[src/ugc_cfg.svh]
`ifndef UGC_CFG_SVH
`define UGC_CFG_SVH
// Command codes
`define UGC_CMD_UNLOCK 8'hb0
`define UGC_CMD_SCR_WR 8'hb2
`define UGC_CMD_SCR_RD 8'hb3
`define UGC_CMD_FRAME 8'hb4
`define UGC_CMD_CHIPID 8'hb5
`define UGC_CMD_INTSRC 8'hc0
// Unlock key value
`define UGC_UNLOCK_KEY 16'haa37
// Field positions and widths
`define UGC_SCR_MASK 16'h7fff
`define UGC_FRAME_W 11
`define UGC_EP_LSB 8
`define UGC_EP_W 16
`define UGC_BUS_STATE_BIT 7
`define UGC_PSEUDO_SOF_FLAG_BIT 5
`define UGC_SOF_BIT 4
`define UGC_EOT_BIT 3
`define UGC_SUSP_BIT 2
`define UGC_RESUME_BIT 1
`define UGC_BUSRST_BIT 0
// Flags cleared by an interrupt source read: bus reset, resume, end of transfer, SOF
`define UGC_RD_CLR_MASK 8'h1b
// Reset values
`define UGC_SCR_RST 16'h0000
`define UGC_INT_RST 32'h00000000
`endif

[src/ugc_pkg.sv]
package ugc_pkg;
	// Command decode states of the device end
	typedef enum logic [2:0] {
		UGC_IDLE,
		UGC_UNLOCK,
		UGC_SCR_WR,
		UGC_RD_WORD,
		UGC_RD_INT
	} ugc_dev_state_t;
	// Host end sequencer states
	typedef enum logic [2:0] {
		UGC_H_IDLE,
		UGC_H_CMD,
		UGC_H_DATA,
		UGC_H_DONE
	} ugc_host_state_t;
endpackage

[src/ugc_if.sv]
`timescale 1ns/1ps
interface ugc_if;
	logic wr_strobe; // Host write strobe, one cycle
	logic rd_strobe; // Host read strobe, one cycle
	logic command_data_select; // 1 command phase, 0 data phase
	logic wide_bus; // 1 selects the 16-bit bus
	logic [15:0] wdata; // Host to device data
	logic [15:0] rdata; // Device to host data, valid cycle after rd_strobe
	modport device (input wr_strobe, rd_strobe, command_data_select, wide_bus, wdata, output rdata);
	modport host (output wr_strobe, rd_strobe, command_data_select, wide_bus, wdata, input rdata);
endinterface

[src/ugc_device.sv]
`timescale 1ns/1ps
`include "ugc_cfg.svh"
// Summary of operation
// [RULE1] Writes locked after resume until key
// [RULE2] Unlock code B0, low key byte first
// [RULE3] Scratch written by B2, read by B3
// [RULE4] Scratch bit 15 zero, rest resets zero
// [RULE5] B4 returns last good SOF frame
// [RULE6] Frame number eleven bits, upper reserved
// [RULE7] Frame undefined after bus reset
// [RULE8] Byte bus: command high, low byte first
// [RULE9] Word bus: upper command byte ignored
// [RULE10] B5 returns identity and version
// [RULE11] Version byte is BCD encoded
// [RULE12] Host firmware checks identification value
// [RULE13] C0 returns four-byte interrupt sources
// [RULE14] Host reads all four bytes
// [RULE15] Endpoint flags bits 23 to 8
// [RULE16] Low byte bus event flags
// [RULE17] Enable register gates interrupt output
// [RULE18] Source read clears reset, resume, END_OF_TRANSFER_FLAG, SOF
// [RULE19] Endpoint flag cleared by status read
// [RULE20] Bus state mirrors live suspend level
// [RULE21] Reserved bits read zero
module ugc_device import ugc_pkg::*; #(
	parameter logic [7:0] CHIP_IDENTITY_CODE = 8'h5a, // Arbitrary value
	parameter logic [7:0] SILICON_VERSION = 8'h10 // Arbitrary value, BCD
) (
	input wire logic CORE_CLK,
	input wire logic RESET,
	ugc_if.device BUS,
	input wire logic SOF_VALID,
	input wire logic [10:0] SOF_FRAME,
	input wire logic USB_BUS_RESET,
	input wire logic RESUME_EVENT,
	input wire logic SUSPEND_EVENT,
	input wire logic PSEUDO_SOF_FLAG_EVENT,
	input wire logic EOT_EVENT,
	input wire logic [15:0] EP_EVENT,
	input wire logic [15:0] EP_STATUS_READ,
	input wire logic BUS_SUSPENDED,
	input wire logic [31:0] INT_ENABLE,
	output logic WRITE_LOCKED,
	output logic INT_OUT
);
	typedef struct packed {
		ugc_dev_state_t state; // Command decode state
		logic byte_idx; // Data byte count within a word
		logic [1:0] int_idx; // Byte count within the source read
		logic [7:0] low_hold; // Low byte held on the byte bus
		logic locked; // Write protection active
		logic [15:0] scratch; // Scratch store
		logic [10:0] frame; // Last good frame number
		logic [15:0] word_sel; // Word being read out
		logic [31:0] int_src; // Interrupt source flags
		logic [31:0] int_snap; // Snapshot for the four-byte read
		logic [15:0] rdata; // Read data toward the host
		logic int_out; // Interrupt output
	} ugc_dev_st_t;
	ugc_dev_st_t st_reg;
	ugc_dev_st_t st_next;
	logic bus_susp_s; // Synchronised live bus state
	// Bus state is a pin level from the transceiver side
	ugc_sync2 #(.W(1)) ugc_sync2_inst (
		.clk(CORE_CLK),
		.rst(RESET),
		.d(BUS_SUSPENDED),
		.q(bus_susp_s)
	);
	// Byte of a 32-bit word by index
	function automatic logic [7:0] pick_byte(input logic [31:0] w, input logic [1:0] i);
		pick_byte = w[8*i +: 8];
	endfunction
	logic cmd_wr; // Command byte written
	logic dat_wr; // Data write
	logic dat_rd; // Data read
	logic [31:0] int_view; // Readable source value
	assign cmd_wr = BUS.wr_strobe && BUS.command_data_select;
	assign dat_wr = BUS.wr_strobe && !BUS.command_data_select;
	assign dat_rd = BUS.rd_strobe && !BUS.command_data_select;
	// Live bus state overlays the stored flags; reserved bits forced low
	always_comb begin
		int_view = st_reg.int_src;
		int_view[`UGC_BUS_STATE_BIT] = bus_susp_s; // [RULE20]
		int_view[6] = 1'b0; // [RULE21]
		int_view[31:24] = 8'h00; // [RULE15] [RULE21]
	end
	// Next-state logic: decode, transfer and flag capture
	always_comb begin
		logic [31:0] clr; // Flags cleared this cycle
		logic [31:0] set; // Flags set this cycle
		logic [15:0] wr_word; // Completed written word
		logic wr_done; // A written word is complete
		clr = '0;
		set = '0;
		wr_word = 16'h0000;
		wr_done = 1'b0;
		st_next = st_reg;
		// Word assembly, low byte first on the byte bus
		if (dat_wr) begin
			if (BUS.wide_bus) begin
				wr_word = BUS.wdata;
				wr_done = 1'b1;
			end else if (!st_reg.byte_idx) begin
				st_next.low_hold = BUS.wdata[7:0]; // [RULE2] [RULE8]
				st_next.byte_idx = 1'b1;
			end else begin
				wr_word = {BUS.wdata[7:0], st_reg.low_hold};
				wr_done = 1'b1;
				st_next.byte_idx = 1'b0;
			end
		end
		// Read of one byte or word
		if (dat_rd) begin
			case (st_reg.state)
				UGC_RD_WORD: begin
					if (BUS.wide_bus) begin
						st_next.rdata = st_reg.word_sel; // [RULE9]
					end else begin
						st_next.rdata = {8'h00, pick_byte({16'h0000, st_reg.word_sel}, {1'b0, st_reg.byte_idx})}; // [RULE8]
						st_next.byte_idx = !st_reg.byte_idx;
					end
				end
				UGC_RD_INT: begin
					if (BUS.wide_bus) begin
						st_next.rdata = st_reg.int_idx[1] ? st_reg.int_snap[31:16] : st_reg.int_snap[15:0];
						st_next.int_idx = st_reg.int_idx + 2'd2;
					end else begin
						st_next.rdata = {8'h00, pick_byte(st_reg.int_snap, st_reg.int_idx)}; // [RULE13]
						st_next.int_idx = st_reg.int_idx + 2'd1;
					end
				end
				default: begin
					st_next.rdata = 16'h0000; // No read command active
				end
			endcase
		end
		// Command phase; only the low byte is decoded
		if (cmd_wr) begin
			st_next.byte_idx = 1'b0;
			st_next.int_idx = 2'd0;
			case (BUS.wdata[7:0]) // [RULE9]
				`UGC_CMD_UNLOCK: st_next.state = UGC_UNLOCK; // [RULE2]
				`UGC_CMD_SCR_WR: st_next.state = UGC_SCR_WR; // [RULE3]
				`UGC_CMD_SCR_RD: begin
					st_next.state = UGC_RD_WORD;
					st_next.word_sel = st_reg.scratch; // [RULE3]
				end
				`UGC_CMD_FRAME: begin
					st_next.state = UGC_RD_WORD;
					st_next.word_sel = {5'b00000, st_reg.frame}; // [RULE5] [RULE6]
				end
				`UGC_CMD_CHIPID: begin
					st_next.state = UGC_RD_WORD;
					st_next.word_sel = {CHIP_IDENTITY_CODE, SILICON_VERSION}; // [RULE10] [RULE11]
				end
				`UGC_CMD_INTSRC: begin
					st_next.state = UGC_RD_INT;
					st_next.int_snap = int_view; // [RULE13]
					clr[7:0] = `UGC_RD_CLR_MASK; // [RULE18]
				end
				default: st_next.state = UGC_IDLE; // Other codes belong elsewhere
			endcase
		end
		// Completed data words
		if (wr_done) begin
			case (st_reg.state)
				UGC_UNLOCK: begin
					if (wr_word == `UGC_UNLOCK_KEY) begin
						st_next.locked = 1'b0; // [RULE1]
					end
					st_next.state = UGC_IDLE;
				end
				UGC_SCR_WR: begin
					// Scratch writes obey the lock; the unlock key write is never blocked
					if (!st_reg.locked) begin
						st_next.scratch = wr_word & `UGC_SCR_MASK; // [RULE4] [RULE21]
					end
					st_next.state = UGC_IDLE;
				end
				default: st_next.state = st_reg.state;
			endcase
		end
		// Resume locks writes again
		if (RESUME_EVENT) begin
			st_next.locked = 1'b1; // [RULE1]
		end
		// Frame capture; after a bus reset the held value means nothing
		if (SOF_VALID) begin
			st_next.frame = SOF_FRAME; // [RULE5] [RULE7]
		end
		// Event flags; set beats clear in the same cycle
		set[`UGC_BUSRST_BIT] = USB_BUS_RESET; // [RULE16]
		set[`UGC_RESUME_BIT] = RESUME_EVENT;
		set[`UGC_SUSP_BIT] = SUSPEND_EVENT;
		set[`UGC_EOT_BIT] = EOT_EVENT;
		set[`UGC_SOF_BIT] = SOF_VALID;
		set[`UGC_PSEUDO_SOF_FLAG_BIT] = PSEUDO_SOF_FLAG_EVENT;
		set[`UGC_EP_LSB +: `UGC_EP_W] = EP_EVENT; // [RULE15]
		clr[`UGC_EP_LSB +: `UGC_EP_W] = EP_STATUS_READ; // [RULE19]
		st_next.int_src = ((st_reg.int_src & ~clr) | set) & 32'h00ffff3f; // [RULE21]
		// Any enabled source raises the output
		st_next.int_out = |(int_view & INT_ENABLE); // [RULE17]
	end
	// State register
	always_ff @(posedge CORE_CLK or posedge RESET) begin
		if (RESET) begin
			st_reg <= '{state: UGC_IDLE, byte_idx: 1'b0, int_idx: 2'd0, low_hold: 8'h00,
				locked: 1'b0, scratch: `UGC_SCR_RST, frame: 11'h000, word_sel: 16'h0000,
				int_src: `UGC_INT_RST, int_snap: 32'h00000000, rdata: 16'h0000, int_out: 1'b0};
		end else begin
			st_reg <= st_next;
		end
	end
	assign BUS.rdata = st_reg.rdata;
	assign WRITE_LOCKED = st_reg.locked;
	assign INT_OUT = st_reg.int_out;
endmodule

[src/ugc_sync2.sv]
`timescale 1ns/1ps
// Two-flop synchroniser for live pin levels
module ugc_sync2 #(
	parameter int W = 1
) (
	input wire logic clk,
	input wire logic rst,
	input wire logic [W-1:0] d,
	output logic [W-1:0] q
);
	logic [W-1:0] meta_reg; // First stage, read only by the second
	// Two stages; the first is never looked at by other logic
	always_ff @(posedge clk or posedge rst) begin
		if (rst) begin
			meta_reg <= '0;
			q <= '0;
		end else begin
			meta_reg <= d;
			q <= meta_reg;
		end
	end
endmodule

[src/flat_wrapper.sv]
// flat-port wrapper written by rule: the top's interface ports become plain ports
module ugc_device_flat import ugc_pkg::*;
#(
	parameter logic [7:0] CHIP_IDENTITY_CODE = 8'h5a,                   
	parameter logic [7:0] SILICON_VERSION = 8'h10                        
)
  (CORE_CLK, RESET, SOF_VALID, SOF_FRAME, USB_BUS_RESET, RESUME_EVENT, SUSPEND_EVENT, PSEUDO_SOF_FLAG_EVENT, EOT_EVENT, EP_EVENT, EP_STATUS_READ, BUS_SUSPENDED, INT_ENABLE, WRITE_LOCKED, INT_OUT, BUS_wr_strobe, BUS_rd_strobe, BUS_command_data_select, BUS_wide_bus, BUS_wdata, BUS_rdata);
  ugc_if BUS_i ();
  input wire logic CORE_CLK;
  input wire logic RESET;
  input wire logic SOF_VALID;
  input wire logic [10:0] SOF_FRAME;
  input wire logic USB_BUS_RESET;
  input wire logic RESUME_EVENT;
  input wire logic SUSPEND_EVENT;
  input wire logic PSEUDO_SOF_FLAG_EVENT;
  input wire logic EOT_EVENT;
  input wire logic [15:0] EP_EVENT;
  input wire logic [15:0] EP_STATUS_READ;
  input wire logic BUS_SUSPENDED;
  input wire logic [31:0] INT_ENABLE;
  output logic WRITE_LOCKED;
  output logic INT_OUT;
  input wire logic [$bits(BUS_i.wr_strobe)-1:0] BUS_wr_strobe;
  input wire logic [$bits(BUS_i.rd_strobe)-1:0] BUS_rd_strobe;
  input wire logic [$bits(BUS_i.command_data_select)-1:0] BUS_command_data_select;
  input wire logic [$bits(BUS_i.wide_bus)-1:0] BUS_wide_bus;
  input wire logic [$bits(BUS_i.wdata)-1:0] BUS_wdata;
  output wire logic [$bits(BUS_i.rdata)-1:0] BUS_rdata;
  assign BUS_i.wr_strobe = BUS_wr_strobe;
  assign BUS_i.rd_strobe = BUS_rd_strobe;
  assign BUS_i.command_data_select = BUS_command_data_select;
  assign BUS_i.wide_bus = BUS_wide_bus;
  assign BUS_i.wdata = BUS_wdata;
  assign BUS_rdata = BUS_i.rdata;
  ugc_device #(.CHIP_IDENTITY_CODE(CHIP_IDENTITY_CODE), .SILICON_VERSION(SILICON_VERSION)) u_core (.CORE_CLK(CORE_CLK), .RESET(RESET), .BUS(BUS_i), .SOF_VALID(SOF_VALID), .SOF_FRAME(SOF_FRAME), .USB_BUS_RESET(USB_BUS_RESET), .RESUME_EVENT(RESUME_EVENT), .SUSPEND_EVENT(SUSPEND_EVENT), .PSEUDO_SOF_FLAG_EVENT(PSEUDO_SOF_FLAG_EVENT), .EOT_EVENT(EOT_EVENT), .EP_EVENT(EP_EVENT), .EP_STATUS_READ(EP_STATUS_READ), .BUS_SUSPENDED(BUS_SUSPENDED), .INT_ENABLE(INT_ENABLE), .WRITE_LOCKED(WRITE_LOCKED), .INT_OUT(INT_OUT));
endmodule
[config.mk]
export PLATFORM = sky130hd
export DESIGN_NAME = ugc_device_flat
export DESIGN_NICKNAME = d
export VERILOG_FILES = /design/src/ugc_pkg.sv /design/src/ugc_if.sv /design/src/ugc_device.sv /design/src/ugc_sync2.sv /design/src/flat_wrapper.sv
export VERILOG_INCLUDE_DIRS = /design/src
export SDC_FILE = /design/constraint.sdc
export NUM_CORES = 1
export LEC_CHECK = 0
export BUFFER_PORTS_ARGS = -buffer_cell sky130_fd_sc_hd__buf_2
export CAP_MARGIN = 15
export CELL_PAD_IN_SITES_DETAIL_PLACEMENT = 1
export CELL_PAD_IN_SITES_GLOBAL_PLACEMENT = 1
export CORE_ASPECT_RATIO = 1.1
export CORE_MARGIN = 1.5
export CORE_UTILIZATION = 45
export CTS_CLUSTER_DIAMETER = 50
export DETAILED_ROUTE_END_ITERATION = 16
export HOLD_SLACK_MARGIN = 0.06
export PLACE_DENSITY_LB_ADDON = 0.1
export REMOVE_ABC_BUFFERS = 1
export SETUP_SLACK_MARGIN = 0.4
export SLEW_MARGIN = 10
export SYNTH_ARGS = -nofsm -noshare
export SYNTH_HDL_FRONTEND = slang
export SYNTH_SLANG_ARGS = --single-unit
[constraint.sdc]
create_clock -name CORE_CLK -period 9.68 [get_ports CORE_CLK]
set_input_delay 2.42 -clock CORE_CLK [delete_from_list [all_inputs] [get_ports CORE_CLK]]
set_output_delay 2.42 -clock CORE_CLK [all_outputs]
set_load 0.01 [all_outputs]
==> run metrics <==
largest net degree at the start of global routing=64; crit share post-route=a little over two fifths; antenna violations before repair=0; top post-synthesis cells by area=dfrtp_1 53%, mux2_2 4.6%, a22oi_1 4.3%; crit path cell chain=buf_2 -> inv_1 -> ha_1 -> nor3_1 -> nand4b_1 -> buf_6 -> nand2_1 -> o21ai_0; antenna viol nets, final=0; leading cell types in the layout, fill and taps excluded=120 x dfrtp_1, 113 x buf_2, 43 x o21ai_0; outcome=complete, no violations; Critical Path End Type=flip-flop; WL/cell=between 15 and 20 um; H-tree Lvls=4; final count of hold timing violations=0; die height=~120 um; switch share=24.6%; TNS Setup=0 ns; reg2reg end=u_core.WRITE_LOCKED; GRT Total Usage=23.6%; Synth Register Bits=120; CTS buffer count=17; largest family of logic cells by synthesized area=compound AO/OA/AOI/OAI gates; via density per instance=around 5.5; critical path type=input pin to flip-flop; worst vdd ir=0.108 mV; fin crit period=4.22 ns; worst-margin pin slew=roughly 0.98 ns; most common cell after layout, fill and taps aside=dfrtp_1; mux share of post-synthesis cell area=11.5%; port bufs=112; Die Wd=about 110 um; Synth Area in Adders=less than 1%; Setup crit start kind=input pin; fill count=1376; site row count=42; Max Fclk=around 240 MHz; Psw=a little over 0.0003 W; DR pass1 iterations=4; Hold Buf Count CTS=0; post-synthesis async set-or-reset flop share=between 90% and 100%; final hold slack=around 0.36 ns; Worst EP arrival=roughly 4.5 ns; CP Max Fanout=27; pwr dens=186 mW/mm^2; sequential area share after synthesis=53.4%; Synth Area in XOR/XNOR=less than 1%; DRT iter0 DRCs=approximately 180; Sink Count=120; Critical Path RT=9.96 ns; Hold Crit Start=u_core.ugc_sync2_inst.meta_reg; Post-CTS Setup Inserts=0; grt ovf=0; residual DRC count=0; Most Crowded Layer GR=met2; critical path's slowest cell=buf_2; Hold EP=u_core.ugc_sync2_inst.q; Post-synth EDFFs=0; Top delay family on crit path=buffers and inverters; r2r setup slk=7.47 ns; RR Startpoint=u_core.st_reg[135]; area delta synth->final=18.0%; Max Slew Vio Count=0; Final Setup Violations=0; HPWL after DPL=between 10000 and 15000 um; r2r worst-path depth=5; io pins=~120; Initial Util=approximately 46%; Min-Delay Path Depth=0; final wirelength=14700 um; clock network power share=between 40 and 50%; RSZ-0062 raised after global routing=false; Via Count=about 4300; met2 usage=roughly two fifths; Flop pwr share=between 40 and 50%; ratio of cells with drive above 1 in the final layout=about 30%; Hold Crit Class=flip-flop to flip-flop; GPL Wtd Cong=about 0.81; Max-Cap Viols=0; synthesized area per cell=10.6 sq um; Worst Skew=approximately 0.009 ns; combinational group share of total power=around 9.8%; P_int=0.000928 W; met3 usage=under 10%; Die Footprint=roughly 0.013 sq mm; Storage cell area=around 0.003 sq mm; Post-Synthesis Cell Area=0.00562 sq mm; first-pass GRT wire length=roughly 23000 um; CTS tree=done; # nets final=between 700 and 800; area of the multi-input gates=roughly 0.0022 sq mm; Reg clk slew, reported paths=roughly 0.05 ns; Main synth FF type=dfrtp_1; clock root buffer=clkbuf_16; core area=about 0.012 sq mm; vias in the first global route=~4500; P_leak=approximately 3.3 nW; Synth cell types=between 40 and 50; Worst slew margin=between 30% and 40%; Synth top area share=53.4%; CP max stage delay=~0.42 ns; number of diodes=0; clock latency on the worst-skew pair=roughly 0.41 ns; max reg flops=just under 80; simple logic cell fraction of the synthesized area=11.5%; Resized cells post-CTS=0; compound-cell area share of the yosys netlist=between 10% and 20%; met1 usage=between 30% and 40%; YS warnings=0; Syn Inst Count=about 530; Synth area leader=dfrtp_1; Clock Tree Buf Depth=2; worst path bufs/invs=3
## stage by stage
step	instances	power, W	instance area (sq um)	worst slack (ns)	util, %
finish	781	0.00123	6630	5.46	54.9
global route	781	0.00128	6630	5.21	54.9
CTS	779	0.00124	6620	4.94	54.7
detailed placement	750	0.000696	6120	4.54	50.6
global placement	750	0.000689	6120	4.65	50.6
floorplan	479	0.000634	5330	4.07	-
## final cells by class
class	instances	share of cell area (%)
multi-input cells	335	33.7
repair buffers	119	9.26
clock buffers	24	7.11
clock inverters	5	0.377
well taps	154	2.91
inverters	24	1.40
flip-flops and latches	120	45.3
## metal layers
layer	part of all wire (%)	vias up	wire length (um)
met4	2.0	0	295
met1	43	2157	6350
li1	-	2028	-
met5	0	-	0
met3	4.9	23	721
met2	50	124	7300
## cells in the mapped netlist (2+ instances only)
master and number:
a22o_1 2, mux2i_1 7, a21oi_1 37, a22oi_1 32, a21o_1 20, nand3_1 15
and3_1 12, dfrtp_1 120, buf_6 4, buf_4 16, nand2_1 40, nor4_1 2
o21ai_0 43, a221oi_1 2, or2_2 2, nand4_1 4, nand4b_1 3, a31oi_1 3
o211ai_1 3, mux2_4 15, nor3_1 4, buf_2 4, xor2_1 3, nand2b_1 4
nor2b_1 5, or3_1 3, nor2_1 31, clkbuf_1 27, mux2_1 8, mux2_2 23
inv_1 24, buf_1 2
## worst max path at each step
stage / from / cells past startpoint / end
floorplan: RESET / 1 / u_core.BUS.rdata[0]
global placement: BUS_wide_bus / 7 / u_core.st_reg[113]
detailed placement: BUS_wide_bus / 7 / u_core.st_reg[113]
CTS: BUS_wide_bus / 7 / u_core.st_reg[113]
global route: BUS_wide_bus / 7 / u_core.st_reg[108]
finish: BUS_wide_bus / 8 / u_core.st_reg[113]
## logic make-up (layout without fill, tap and decap cells)
group | count (synthesis) | after routing
xor+xnor | 3 | 3
flops | 120 | 120
fa+ha+maj | 1 | 1
compound gates | 146 | 146
buf+inv | 77 | 172
mux | 53 | 53
simple gates | 132 | 132
## power by group through the flow
stage | combinational (W) | clock (W) | sequential (W)
floorplan | 0.0000690 | 0 | 0.000565
global placement | 0.000117 | 0 | 0.000572
detailed placement | 0.000122 | 0 | 0.000575
CTS | 0.000123 | 0.000552 | 0.000566
global route | 0.000135 | 0.000575 | 0.000570
finish | 0.000121 | 0.000544 | 0.000567
No activity file was read; power rests on OpenSTA's default activity.
